## src/design/wdg_pkg.sv

```systemverilog
// Purpose: shared constants and types for the watchdog timer
// Assumes: mclk at 40 MHz; oscillator modelled as a divided enable
// Notes:   register map is byte addressed on the plain register port
package wdg_pkg;
    // =========================================================
    // timing
    localparam int unsigned CLK_HZ          = 40000000;
    localparam int unsigned LFOSC_HZ        = 31000;
    localparam int unsigned TICK_US         = 1000;
    // one nominal 1 ms tick in mclk cycles
    localparam int unsigned TICK_CYC        = CLK_HZ / 1000000 * TICK_US;
    // oscillator start-up timer length in mclk cycles
    localparam int unsigned OST_CYC         = 1024;
    // =========================================================
    // register map (byte addresses)
    localparam logic [7:0]  ADDR_CTRL       = 8'h00;
    localparam logic [7:0]  ADDR_STAT       = 8'h04;
    localparam logic [7:0]  ADDR_MASK       = 8'h08;
    localparam logic [7:0]  ADDR_COUNT      = 8'h0c;
    // control fields
    localparam int unsigned CTRL_EN_BIT     = 0;
    localparam int unsigned CTRL_PS_LSB     = 1;
    localparam int unsigned PS_W            = 5;
    // period select 2^ps ms; 01011 gives 2048 ms, the nominal 2 s
    localparam logic [4:0]  PS_RESET        = 5'h0b;
    localparam logic [4:0]  PS_MAX          = 5'h12;
    localparam int unsigned CNT_W           = 19;
    // status bits
    localparam int unsigned ST_TIMEOUT      = 0;
    localparam int unsigned ST_WAKE         = 1;
    localparam int unsigned ST_W            = 2;

    typedef enum logic [1:0]
    {
        WDG_CFG_OFF  = 2'b00,
        WDG_CFG_SW   = 2'b01,
        WDG_CFG_NOSL = 2'b10,
        WDG_CFG_ON   = 2'b11
    } wdg_cfg_t;

    typedef struct packed
    {
        logic clear_instr;
        logic sleep;
        logic osc_fail;
        logic xtal_mode;
    } wdg_core_t;
endpackage

```

## src/design/wdg_tick.sv

```systemverilog
// Purpose: 1 ms tick enable derived from mclk, standing in for the slow oscillator
// Assumes: one clock domain
// Notes:   tick is a one-cycle enable
module wdg_tick
(
    // clock and reset
    input  wire logic mclk,
    input  wire logic rst_b,
    // tick output
    output logic      tick
);
    logic [15:0] div;
    logic [15:0] next_div;

    always_comb
    begin
        if (div == 16'(wdg_pkg::TICK_CYC - 1))
            next_div = 16'h0000;
        else
            next_div = div + 16'h0001;
    end

    always_ff @(posedge mclk or negedge rst_b)
    begin
        if (!rst_b)
            div <= 16'h0000;
        else
            div <= next_div;
    end

    // free-running: never gated by the system clock selection
    assign tick = (div == 16'(wdg_pkg::TICK_CYC - 1));
endmodule

```

## src/design/wdg_timer.sv

```systemverilog
// Purpose: watchdog timer with four operating modes, sleep handling and a register port
// Assumes: core events arrive synchronous to mclk as one-cycle pulses or levels
// Notes:   time-out while awake resets the device; asleep it wakes the device
// How it works
// - count on a 1 ms tick from the slow oscillator, independent of system clock
// - config 11 keeps the watchdog active always, asleep too
// - config 10 is active awake and disabled in sleep
// - config 01 follows the software enable bit; sleep does not change it
// - config 00 disables the watchdog regardless of anything else
// - period select chooses the time-out, 1 ms up to 256 s nominal
// - after reset the period select gives about 2 s
// - count clears on reset, clear instr, sleep edges, osc fail, disable, start-up
// - on wake the count clears and stays clear through crystal start-up
// - after the sleep-entry clear, counting resumes if enabled in sleep
// - time-out in sleep wakes the device and updates timeout and powerdown flags
// - internal oscillator divider changes leave the count untouched
module wdg_timer
(
    // clock and reset
    input  wire logic                 mclk,
    input  wire logic                 rst_b,
    // configuration and core events
    input  wire logic [1:0]           wdt_mode_cfg,
    input  wire wdg_pkg::wdg_core_t   core,
    input  wire logic [3:0]           int_osc_freq_sel,
    // register port
    input  wire logic [7:0]           reg_addr,
    input  wire logic [31:0]          reg_wdata,
    input  wire logic                 reg_wr,
    input  wire logic                 reg_rd,
    output logic      [31:0]          reg_rdata,
    // results
    output logic                      wdt_reset,
    output logic                      wdt_wake,
    output logic                      timeout_flag,
    output logic                      powerdown_flag,
    output logic                      irq
);
    // =========================================================
    // tick
    logic tick;

    wdg_tick u_tick
    (
        .mclk  (mclk),
        .rst_b (rst_b),
        .tick  (tick)
    );

    // =========================================================
    // registers and state
    logic                     sw_wdt_enable;
    logic [4:0]               wdt_period_select;
    logic [wdg_pkg::ST_W-1:0] stat;
    logic [wdg_pkg::ST_W-1:0] mask;
    logic [wdg_pkg::CNT_W-1:0] cnt;
    logic [10:0]              osc_startup_timer;
    logic                     sleep_q;
    logic                     tmo_q;
    logic                     pd_q;

    logic                     next_sw_wdt_enable;
    logic [4:0]               next_wdt_period_select;
    logic [wdg_pkg::ST_W-1:0] next_stat;
    logic [wdg_pkg::ST_W-1:0] next_mask;
    logic [wdg_pkg::CNT_W-1:0] next_cnt;
    logic [10:0]              next_ost;
    logic                     next_tmo_q;
    logic                     next_pd_q;
    logic [31:0]              next_rdata;

    logic                     active;
    logic                     enter_sleep;
    logic                     exit_sleep;
    logic                     hold_clear;
    logic [wdg_pkg::CNT_W-1:0] limit;
    logic                     expire;
    logic [wdg_pkg::ST_W-1:0] ev;

    wdg_pkg::wdg_cfg_t cfg;
    assign cfg = wdg_pkg::wdg_cfg_t'(wdt_mode_cfg);

    always_comb
    begin
        unique case (cfg)
            wdg_pkg::WDG_CFG_ON:   active = 1'b1;
            wdg_pkg::WDG_CFG_NOSL: active = !core.sleep;
            wdg_pkg::WDG_CFG_SW:   active = sw_wdt_enable;
            wdg_pkg::WDG_CFG_OFF:  active = 1'b0;
        endcase
    end

    assign enter_sleep = core.sleep && !sleep_q;
    assign exit_sleep  = !core.sleep && sleep_q;
    // int_osc_freq_sel feeds nothing: the count ignores it
    assign hold_clear  = core.clear_instr || enter_sleep || exit_sleep
                         || core.osc_fail || !active || (osc_startup_timer != 11'h000);
    // period is 2^ps ticks
    assign limit  = wdg_pkg::CNT_W'(1) << wdt_period_select;
    // a shorter period written mid-count still expires on the next tick, no wrap
    assign expire = active && !hold_clear && tick && (cnt >= limit - 1'b1);
    assign ev[wdg_pkg::ST_TIMEOUT] = expire && !core.sleep;
    assign ev[wdg_pkg::ST_WAKE]    = expire && core.sleep;

    // =========================================================
    // next-state logic
    always_comb
    begin
        next_sw_wdt_enable     = sw_wdt_enable;
        next_wdt_period_select = wdt_period_select;
        next_mask              = mask;
        next_tmo_q             = tmo_q;
        next_pd_q              = pd_q;
        next_ost               = osc_startup_timer;
        next_rdata             = 32'h0000_0000;
        if (reg_wr && reg_addr == wdg_pkg::ADDR_CTRL)
        begin
            next_sw_wdt_enable = reg_wdata[wdg_pkg::CTRL_EN_BIT];
            // clamp so the longest selection stays at 256 s nominal
            if (reg_wdata[wdg_pkg::CTRL_PS_LSB +: wdg_pkg::PS_W] > wdg_pkg::PS_MAX)
                next_wdt_period_select = wdg_pkg::PS_MAX;
            else
                next_wdt_period_select = reg_wdata[wdg_pkg::CTRL_PS_LSB +: wdg_pkg::PS_W];
        end
        if (reg_wr && reg_addr == wdg_pkg::ADDR_MASK)
            next_mask = reg_wdata[wdg_pkg::ST_W-1:0];
        // set wins over write-one-to-clear
        next_stat = stat;
        if (reg_wr && reg_addr == wdg_pkg::ADDR_STAT)
            next_stat = stat & ~reg_wdata[wdg_pkg::ST_W-1:0];
        next_stat = next_stat | ev;
        // crystal start-up holds the count clear after wake
        if (exit_sleep && core.xtal_mode)
            next_ost = 11'(wdg_pkg::OST_CYC);
        else if (osc_startup_timer != 11'h000)
            next_ost = osc_startup_timer - 11'h001;
        // counting resumes once hold_clear drops, asleep included if still active
        if (hold_clear || expire)
            next_cnt = '0;
        else if (tick)
            next_cnt = cnt + 1'b1;
        else
            next_cnt = cnt;
        // flags: clear instr sets both; sleep entry sets timeout, clears powerdown; time-out clears timeout
        if (core.clear_instr)
        begin
            next_tmo_q = 1'b1;
            next_pd_q  = 1'b1;
        end
        if (enter_sleep)
        begin
            next_tmo_q = 1'b1;
            next_pd_q  = 1'b0;
        end
        if (ev[wdg_pkg::ST_WAKE])
        begin
            next_tmo_q = 1'b0;
            next_pd_q  = 1'b0;
        end
        if (ev[wdg_pkg::ST_TIMEOUT])
        begin
            next_tmo_q = 1'b0;
            next_pd_q  = 1'b1;
        end
        if (reg_rd)
        begin
            unique case (reg_addr)
                wdg_pkg::ADDR_CTRL:  next_rdata = {26'h0, wdt_period_select, sw_wdt_enable};
                wdg_pkg::ADDR_STAT:  next_rdata = {30'h0, stat};
                wdg_pkg::ADDR_MASK:  next_rdata = {30'h0, mask};
                wdg_pkg::ADDR_COUNT: next_rdata = {13'h0, cnt};
                default:             next_rdata = 32'h0000_0000;
            endcase
        end
    end

    // =========================================================
    // registers
    always_ff @(posedge mclk or negedge rst_b)
    begin
        if (!rst_b)
        begin
            sw_wdt_enable     <= 1'b0;
            wdt_period_select <= wdg_pkg::PS_RESET;
            stat              <= '0;
            mask              <= '0;
            cnt               <= '0;
            osc_startup_timer               <= 11'h000;
            sleep_q           <= 1'b0;
            tmo_q             <= 1'b1;
            pd_q              <= 1'b1;
            reg_rdata         <= 32'h0000_0000;
            wdt_reset         <= 1'b0;
            wdt_wake          <= 1'b0;
        end
        else
        begin
            sw_wdt_enable     <= next_sw_wdt_enable;
            wdt_period_select <= next_wdt_period_select;
            stat              <= next_stat;
            mask              <= next_mask;
            cnt               <= next_cnt;
            osc_startup_timer               <= next_ost;
            sleep_q           <= core.sleep;
            tmo_q             <= next_tmo_q;
            pd_q              <= next_pd_q;
            reg_rdata         <= next_rdata;
            wdt_reset         <= ev[wdg_pkg::ST_TIMEOUT];
            wdt_wake          <= ev[wdg_pkg::ST_WAKE];
        end
    end

    assign timeout_flag   = tmo_q;
    assign powerdown_flag = pd_q;
    assign irq            = |(stat & mask);
endmodule

```

## config.mk

```make
export PLATFORM = sky130hd
export DESIGN_NAME = wdg_timer
export DESIGN_NICKNAME = d
export VERILOG_FILES = /design/src/design/wdg_pkg.sv /design/src/design/wdg_tick.sv /design/src/design/wdg_timer.sv
export SDC_FILE = /design/constraint.sdc
export NUM_CORES = 1
export LEC_CHECK = 0
export ABC_AREA = 1
export BUFFER_PORTS_ARGS = -buffer_cell sky130_fd_sc_hd__buf_2
export CAP_MARGIN = 25
export CORE_MARGIN = 2
export CORE_UTILIZATION = 45
export DETAILED_ROUTE_END_ITERATION = 8
export MAX_ROUTING_LAYER = met4
export PLACE_DENSITY_LB_ADDON = 0.1
export SLEW_MARGIN = 10
export SYNTH_ARGS = -nofsm -noshare
export SYNTH_HDL_FRONTEND = slang
export SYNTH_SLANG_ARGS = --single-unit
```

## constraint.sdc

```tcl
create_clock -name mclk -period 4.6 [get_ports mclk]
set_input_delay 0.23 -clock mclk [delete_from_list [all_inputs] [get_ports mclk]]
set_output_delay 0.23 -clock mclk [all_outputs]
set_load 0.01 [all_outputs]
```

# Word level (Yosys, flattened, before mapping)
# Cells that the tools add are included.
# totals
input_bits	54
register_bits	93
elab_cells	76
out_inout_bits	37
# classes
n_reduce_logical	28
bitwise_logic	4
shift	1
add_sub_neg	4
n_lt_le_gt_ge	2
muxes	17
eq_ne	7
# ops
operator	count
19-bit case mux with 4 select lines	1
19-bit two-way mux	3
11-bit two-way mux	2
19-bit by 1-bit adder with 19-bit output, second input constant	1
19-bit greater-or-equal comparator	1
1-bit by 5-bit << shifter with 19-bit output, first input constant	1
19-bit by 1-bit subtractor with 19-bit output, second input constant	1
16-bit by 1-bit adder with 16-bit output, second input constant	1
16-bit == test, second input constant	1
8-bit by 4-bit == test with 1-bit output, second input constant	2
16-bit two-way mux	1
1-bit logical AND	11
11-bit nonzero test	1
11-bit by 1-bit subtractor with 11-bit output, second input constant	1
8-bit by 3-bit == test with 1-bit output, second input constant	1
8-bit logical NOT	1
1-bit two-way mux	7
1-bit logical OR	6
5-bit greater-than comparator, second input constant	1
5-bit two-way mux	1
2-bit AND	2
2-bit == test, second input constant	2
1-bit logical NOT	4
1-bit case mux with 4 select lines	1
8 further kinds	9

# Depth between registers and ports, before layout
# Gate-level depths: netlist of run 1.
# depth
depth_word	14
depth_mapped	25

# By module
# A second synthesis of run 1 with hierarchy kept.
# unflattened
cells_unflattened	656
area_unflattened_um2	4987.3
# by_module_without_submodules
module	area_each_um2	cells_each	n_inst
wdg_timer	4043.9	531	1
wdg_tick	943.4	125	1

# Least setup slack after synthesis of run 1
# Ideal clock, no wire load.
# synth_path
kind	reg-to-reg
start	register wdt_period_select[1]
end	register cnt[11] (netlist name)
synth_period_minus_slack_ns	3.184
stages_incl_launch_ff	25
setup_time_ns	0.132
t_required_ns	4.468
arrival_time_ns	3.053
setup_slack_ns	1.416
path_buffers	2
path_cell_list	dfstp_2 -> buf_2 -> nor2_1 -> nand2_1 -> nor2_1 -> nand2_1 -> ha_1 -> nand2_2 -> or2_1 -> buf_6 -> a21oi_4 -> nand2_1 -> xor2_1 -> ha_1 -> nand2_1 -> nor2_1 -> nand2_1 -> nor2_1 -> nand2_1 -> nand2_1 -> nor2_1 -> nand2_1 -> nand2_2 -> nand2_4 -> nor3_1
# synth_between
elab_chain_len	6
word_cells_on_any_way	7
# synth_lines
element	line	text
from (decl)	wdg_timer.sv:53	logic [4:0] wdt_period_select;
from (signal assigned)	wdg_timer.sv:184	wdt_period_select <= wdg_pkg::PS_RESET;
from (signal assigned)	wdg_timer.sv:199	wdt_period_select <= next_wdt_period_select;
1-bit by 5-bit << shifter with 19-bit output (*)	wdg_timer.sv:99	assign limit = wdg_pkg::CNT_W'(1) << wdt_period_select;
19-bit by 1-bit subtractor with 19-bit output (*)	wdg_timer.sv:101	assign expire = active && !hold_clear && tick && (cnt >= limit - 1'b1);
19-bit greater-or-equal comparator (*)	wdg_timer.sv:101	
1-bit logical AND (*)	wdg_timer.sv:101	
1-bit logical OR (*)	wdg_timer.sv:138	if (hold_clear || expire)
19-bit two-way mux or 2-bit nonzero test (tied branches)	-	
to (signal assigned)	wdg_timer.sv:202	cnt <= next_cnt;
to (decl)	wdg_timer.sv:56	logic [wdg_pkg::CNT_W-1:0] cnt;
# Mark *: on every way between the ends. The rest lies on a longest branch, timed or not.
# A chain may end at the register's enable or synchronous reset.

# Final worst setup path of run 1
# layout_path
start	register wdt_period_select[2]
end	register cnt[11] (netlist name)
# Same word-level chain as after synthesis.

==> reports/metrics.csv, run 1 <==
stage;metric;value;unit
routing;Initial DRT Pass Iterations;4;
power;total power;0.00165;W
layout;# diodes;0;
routing;Top Layer Used;met4;
setup_path;Critical Path Most Common Cell;nand2_1;
sta;final setup vio count;0;
yosys;EDFF count, synth;0;
yosys;Synth top area share;39.3;%
routing;Met3 Wirelength;247;um
yosys;post-synthesis register bit count;80;
setup_path;Crit Path Max Fanout;10;
setup_path;CP required;4850;ps
global_routing;largest net degree at the start of global routing;81;
sta;slew of the pin with the lowest slew margin;702;ps
sta;final setup TNS;0;ps
yosys;cell with the most instances after synthesis;nand2_1;
job;max capacitance violation total;0;
global_routing;vias in the first global route;3997;
global_routing;initial antenna violation count;0;
yosys;yosys warns;0;
yosys;dominant cell type by area after synthesis;dfrtp_1;
floorplanning;CORE AREA;10300;um^2
routing;number of vias per cell;4.88;
placed_design;PortBufs;47;
setup_path;critical path's largest stage delay;520;ps
clock_tree;Post-CTS Setup Bufs;0;
yosys;top post-synthesis cells by area;dfrtp_1 39%, nand2_1 9.9%, inv_1 7.1%;
yosys;Synth Instances;612;
yosys;library cells used by synthesis;48;
clock_tree;total CTS buffers;9;
layout;NumNets Final;743;
setup_path;kind of critical path;reg -> reg;
sta;minimum clock period after layout;3630;ps
power;net switching fraction of the power;28.0;%
sta;RSZ-0062 raised after global routing;no;
setup_path;Setup crit end kind;register;
power;P per Cell Area;308;nW/um^2
routing;routed length on met1;4740;um
sta;fin. max-slew vios;0;
layout;Final Core Density;51.8;%
min_path;HP Class;in -> reg;
yosys;synthesized area per cell;7.80;um^2
setup_path;Max stage delay cell, worst path;dfrtp_1;
sta;final hold viol count;0;
clock_tree;H-tree depth;3;
clock_tree;CTS Sinks;80;
routing;metal2 WL;4790;um
routing;vias;3942;
sta;fmax;276;MHz
global_routing;gr ovfl total;0;
routing;wire per inst;12.5;um
sta;Final Cycle Share;78.9;%
setup_path;crit path launch type;register;
power;worst vdd ir;0.154;mV
power;Internal;0.00119;W
layout;FF/Latch Area;2010;um^2
placed_design;hpwl dp;7630;um
clock_tree;CTS tree;done;
floorplanning;I/O pins;91;
sta;Slew headroom;53.1;%
floorplanning;Die Ht;107;um
layout;Filler cells;1031;
yosys;register area share after synthesis;42.1;%
placed_design;RePlAce Congestion;0.914;
yosys;Synth Cell Area;4770;um^2
clock_tree;CTS root buffer;clkbuf_8;
min_path;hold path cells;1;
routing;post-route ant nets;0;
global_routing;Total GRT Usage;20.0;%
yosys;fraction of registers with async set/reset;100;%
clock_tree;Worst-path clk slew;80;ps
floorplanning;Placement Rows;37;
floorplanning;Die X;107;um
layout;layout cell share with drive strength beyond 1;14.5;%
run_status;outcome;finished, final reports clean;
power;clock power share;35.8;%
power;Sw Pwr;0.000461;W
sta;Setup Skew;7.08;ps
setup_path;CP Cell Sequence;inv_1, nand2_1, nor2_1, nand2_1, ha_1, nand2_2, or2_1, a21oi_4, nand2_1, xor2_1, ha_1, nand2_1, nor2_1, nand2_1, nor2_1, nand2_1, nand2_1, nor2_1, nand2_1, nand2_2, nand2_4, nor3_1;
layout;Area Growth Syn to Fin;12.0;%
clock_tree;Skew-Pair Late Insertion Delay;370;ps
floorplanning;Die ar.;11400;um^2
setup_path;R2R depth;22;
layout;area of the multi-input gates;2310;um^2
power;Comb power frac;16.0;%
sta;Hold WS;39.4;ps
setup_path;crit path DAT;3880;ps
routing;DR DRC count;0;
routing;Total Wirelength;10100;um
routing;initial DRC count;161;
global_routing;first-pass GRT wire length;17600;um
yosys;Synth top cells by count;126 x nand2_1, 90 x inv_1, 81 x nor2_1, 75 x dfrtp_1, 28 x nand3_1;
power;Lkg Pwr;2.68;nW
floorplanning;initial core utilization;46.2;%
yosys;top_reg_cell synth;dfrtp_1;
clock_tree;Clock Path Buffers;2;
power;sequential cell fraction of total power;48.2;%
[through the flow]
| step | worst slack (ps) | cells | instance area, um^2 |
|---|---|---|---|
| final | 972 | 807 | 5340 |
| after floorplan | 1420 | 624 | 4820 |
| after detailed placement | 992 | 789 | 5090 |
| after global placement | 1010 | 789 | 5090 |
| after CTS | 960 | 805 | 5310 |
| after global routing | 513 | 807 | 5340 |
[critical path, delay by kind of cell, from the launching register on]
family / cells / cell delay, ps
XOR/XNOR: 1 / 140
AO/OA/AOI/OAI: 1 / 160
adder cells (fa/ha/maj): 2 / 500
AND/OR/NAND/NOR: 17 / 1990
flip-flops: 1 / 520
buffers and inverters: 1 / 190
[worst paths after layout]
path	slack, ps	start	to
max reg2reg	970	wdt_period_select[2]	cnt[11]
min	40	core[2]	sleep_q
max	970	wdt_period_select[2]	cnt[11]
min reg2reg	460	u_tick.div[0]	u_tick.div[0]
min in group asynchronous	350	rst_b	osc_startup_timer[6]
max in group asynchronous	3660	rst_b	cnt[13]
[cell families after synthesis]
| logic type | count (synthesis) | share of synthesized area, % |
|---|---|---|
| AND/OR/NAND/NOR | 301 | 28.7 |
| XOR/XNOR | 18 | 3.30 |
| AO/OA/AOI/OAI | 76 | 9.44 |
| flip-flops | 80 | 42.1 |
| buffers and inverters | 113 | 10.4 |
| other | 1 | 0.0786 |
| adder cells (fa/ha/maj) | 23 | 6.03 |
[metal layers]
metal,global-route usage (%),up-vias
li1,-,2051
met1,23.8,1815
met2,32.3,57
met3,3.71,19
met4,10.7,0
met5,-,-
[area by class of cell]
type                       instances  share of cell area [%]
multi-input combinational        431                    43.3
sequential                        80                    37.6
inverter                          95                    6.72
timing repair buffer              49                    5.01
tap                              136                    3.18
clock buffer                      13                    2.97
clock inverter                     3                    1.22
[sequential cells by signal, summed over array words and instances (netlist names)]
register	count
powerdown_flag	1
timeout_flag	1
sleep_q	1
u_tick.div	16
mask	2
osc_startup_timer	11
wdt_period_select	5
wdt_wake	1
sw_wdt_enable	1
cnt	19
stat	2
wdt_reset	1
reg_rdata	19
[repair_timing]
action,4_1_cts,5_1_grt
endpoints found under the hold margin,0,30
hold buffers,0,1
resized for setup,0,0
[layout by cell type (no fill, tap or decap), drive strengths merged, types with 2 or more instances in the layout]
master / instances
clkinv: 4
dfrtp: 75
nor2: 89
o21a: 5
dfstp: 5
xnor2: 3
bufinv: 2
o22ai: 8
nor4: 2
ha: 23
clkbuf: 13
nor3: 31
a21oi: 26
buf: 48
inv: 92
xor2: 15
nand2: 131
o21ai: 25
a31oi: 4
nand3: 31
nand4: 10
conb: 13
or2: 5
[power groups by stage]
stage	Combinational [W]	Clock, W	Sequential (W)
finish	0.000264	0.000590	0.000794
floorplan	0.000215	0	0.000793
global placement	0.000258	0	0.000806
detailed placement	0.000264	0	0.000808
global route	0.000310	0.000638	0.000801
CTS	0.000266	0.000611	0.000794
(Power assumes the default switching activity.)
==> inputs of run 2 (changes only) <==
Settings changed: ABC_AREA 1 to 0.
Clock period 4.6 ns to 2.95 ns, I/O delays scaled along.
==> run 2 against run 1 <==
The run now ends with setup timing left; cell count shrank 12%; setup slack worse by 1400 ps; clock skew rose by 8.1 ps; area after synthesis down 3.2%; non-clock buffer count up 36; utilization is 4.4 points higher; critical path depth is 7 lower; synthesized cell count is 19% lower; sequential power is 56% higher; first-iteration DRC count is 46% higher; die area decreased by 3.1%; maximum frequency is 6.6% higher; largest power group unchanged; highest routed layer unchanged.
==> reports/metrics.csv, run 2 <==
stage;metric;value;unit
layout;Final Core Density;56.2;%
routing;post-route ant nets;0;
floorplanning;Die Ht;105;um
placed_design;DP Worst Slack;-313;ps
power;Internal;0.00189;W
power;clock power share;30.9;%
sta;fin. max-slew vios;0;
global_routing;first-pass GRT wire length;18000;um
layout;# diodes;0;
global_routing;Total GRT Usage;20.8;%
clock_tree;CTS tree;done;
clock_tree;H-tree depth;3;
power;P per Cell Area;490;nW/um^2
clock_tree;Clock Path Buffers;2;
floorplanning;CORE AREA;9860;um^2
clock_tree;CTS Sinks;80;
sta;fmax;294;MHz
yosys;top post-synthesis cells by area;dfrtp_1 41%, ha_1 6.2%, xnor2_1 4.5%;
sta;Hold WS;11.3;ps
clock_tree;total CTS buffers;9;
routing;initial DRC count;235;
yosys;post-synthesis register bit count;80;
layout;commonest non-fill, non-tap cell in the layout;dfrtp_1;
yosys;EDFF count, synth;0;
setup_path;crit path DAT;3690;ps
placed_design;RePlAce Congestion;0.894;
setup_path;Crit Path Max Fanout;5;
global_routing;initial antenna violation count;0;
yosys;library cells used by synthesis;61;
sta;minimum clock period after layout;3400;ps
layout;Area Growth Syn to Fin;19.9;%
floorplanning;I/O pins;91;
yosys;synthesized area per cell;9.36;um^2
sta;Setup Skew;15.2;ps
power;net switching fraction of the power;30.3;%
routing;wire per inst;15.2;um
clock_tree;CTS root buffer;clkbuf_8;
power;worst vdd ir;0.347;mV
min_path;HP Class;in -> reg;
global_routing;vias in the first global route;3652;
run_status;failing checks;setup timing;
yosys;Synth Cell Area;4620;um^2
yosys;register area share after synthesis;43.4;%
floorplanning;Placement Rows;36;
clock_tree;Worst-path clk slew;80;ps
routing;Initial DRT Pass Iterations;7;
placed_design;hpwl dp;7810;um
run_status;outcome;finished with violations;
sta;final hold viol count;0;
sta;RSZ-0062 raised after global routing;yes;
routing;number of vias per cell;5.37;
global_routing;largest net degree at the start of global routing;37;
setup_path;crit path launch type;register;
sta;final setup vio count;25;
routing;vias;3800;
setup_path;kind of critical path;reg -> reg;
layout;layout cell share with drive strength beyond 1;25.6;%
yosys;top_reg_cell synth;dfrtp_1;
power;Lkg Pwr;2.45;nW
yosys;yosys warns;0;
yosys;Synth top cells by count;75 x dfrtp_1, 48 x nor2_1, 40 x nand2_1, 28 x nor3_1, 26 x o21ai_0;
clock_tree;Skew-Pair Late Insertion Delay;360;ps
routing;Total Wirelength;10800;um
setup_path;Setup crit end kind;register;
routing;DR DRC count;0;
job;max capacitance violation total;0;
yosys;Synth top area share;40.6;%
floorplanning;Die X;105;um
layout;Non-Filler Instances;708;
sta;fin worst setup slack;-455;ps
layout;commonest non-fill, non-tap cells in the layout;75 x dfrtp_1, 46 x buf_2, 45 x nor2_1;
power;total power;0.00272;W
sta;Slew headroom;62.8;%
sta;Final Cycle Share;115;%
yosys;fraction of registers with async set/reset;100;%
floorplanning;initial core utilization;46.9;%
yosys;dominant cell type by area after synthesis;dfrtp_1;
floorplanning;Die ar.;11100;um^2
layout;NumNets Final;647;
yosys;Synth Instances;494;
placed_design;PortBufs;47;
placed_design;DP Cell Count;686;
yosys;cell with the most instances after synthesis;dfrtp_1;
power;sequential cell fraction of total power;45.8;%
power;Comb power frac;23.4;%
layout;biggest regs;cnt x19, reg_rdata x19, u_tick.div x16;
global_routing;gr ovfl total;0;
sta;slew of the pin with the lowest slew margin;554;ps
setup_path;CP required;3230;ps
power;Sw Pwr;0.000822;W
## run 2: cell families (layout without fill, tap and decap cells)
family	Yosys count	after routing	synth area share (%)
simple gates	225	225	26.3
xor+xnor	31	31	5.87
flops	80	80	43.4
fa+ha+maj	23	23	6.23
buf+inv	49	118	5.58
other cells	1	13	0.0811
mux	3	3	1.22
compound gates	82	82	11.2
## run 2: repair_timing
item / 4_1_cts / 5_1_grt
endpoints found under the hold margin: 33 / 0
gates resized for setup: 13 / 5
pin swaps: 6 / 1
setup buffers: 3 / 1
cloned: 0 / 0
setup endpoints to repair: 25 / 25
hold buffers: 2 / 0
## run 2: power by group through the flow
stage	logic (W)	clock network, W	registers (W)
floorplan	0.000409	0	0.00125
global placement	0.000577	0	0.00126
detailed placement	0.000590	0	0.00126
CTS	0.000622	0.000861	0.00124
global route	0.000713	0.000903	0.00126
finish	0.000635	0.000838	0.00124
## run 2: critical path: stages, from the launching register on
cell and delay [ps]:
dfrtp_1 400, nor3_2 210, or3b_4 430, ha_4 200, nor3_4 170, nand3b_1 100
o21ai_1 80, a21boi_1 90, ha_1 340, a21oi_2 130, o21ai_1 80, a21oi_2 220
a21boi_4 120, buf_4 160, nor4_1 390, a221o_1 200
## run 2: routing by layer
layer	GRT usage, %	part of all wire, %
met4	6.67	1.4
met5	-	0
met1	27.0	46
met2	33.2	49
met3	3.46	4.2
## run 2: path summary, 6_finish.rpt
| check | startpoint | endpoint | slack (ps) | depth (start not counted) |
|---|---|---|---|---|
| max | wdt_period_select[2] | cnt[3] | -450 | 15 |
| min | reg_wdata[1] | wdt_period_select[0] | 10 | 3 |
| max reg2reg | wdt_period_select[2] | cnt[3] | -450 | 15 |
| min reg2reg | u_tick.div[0] | u_tick.div[0] | 480 | 1 |
| max in group asynchronous | rst_b | wdt_period_select[1] | 1950 | 3 |
| min in group asynchronous | rst_b | cnt[8] | 280 | 2 |
## run 2: area by class of cell
cell class | count | area, um^2
clock buffer | 12 | 145
clock inverter | 4 | 55.1
fill | 895 | 4320
inverter | 17 | 63.8
multi-input combinational | 377 | 2550
sequential | 80 | 2010
tap | 133 | 166
timing repair buffer | 85 | 548
## run 2: metrics by stage
| step | cell area, um^2 | setup TNS (ps) |
|---|---|---|
| after floorplan | 4770 | -5020 |
| after global placement | 5220 | -4350 |
| after detailed placement | 5220 | -6530 |
| after CTS | 5510 | -5870 |
| after global routing | 5540 | -13120 |
| final | 5540 | -7400 |
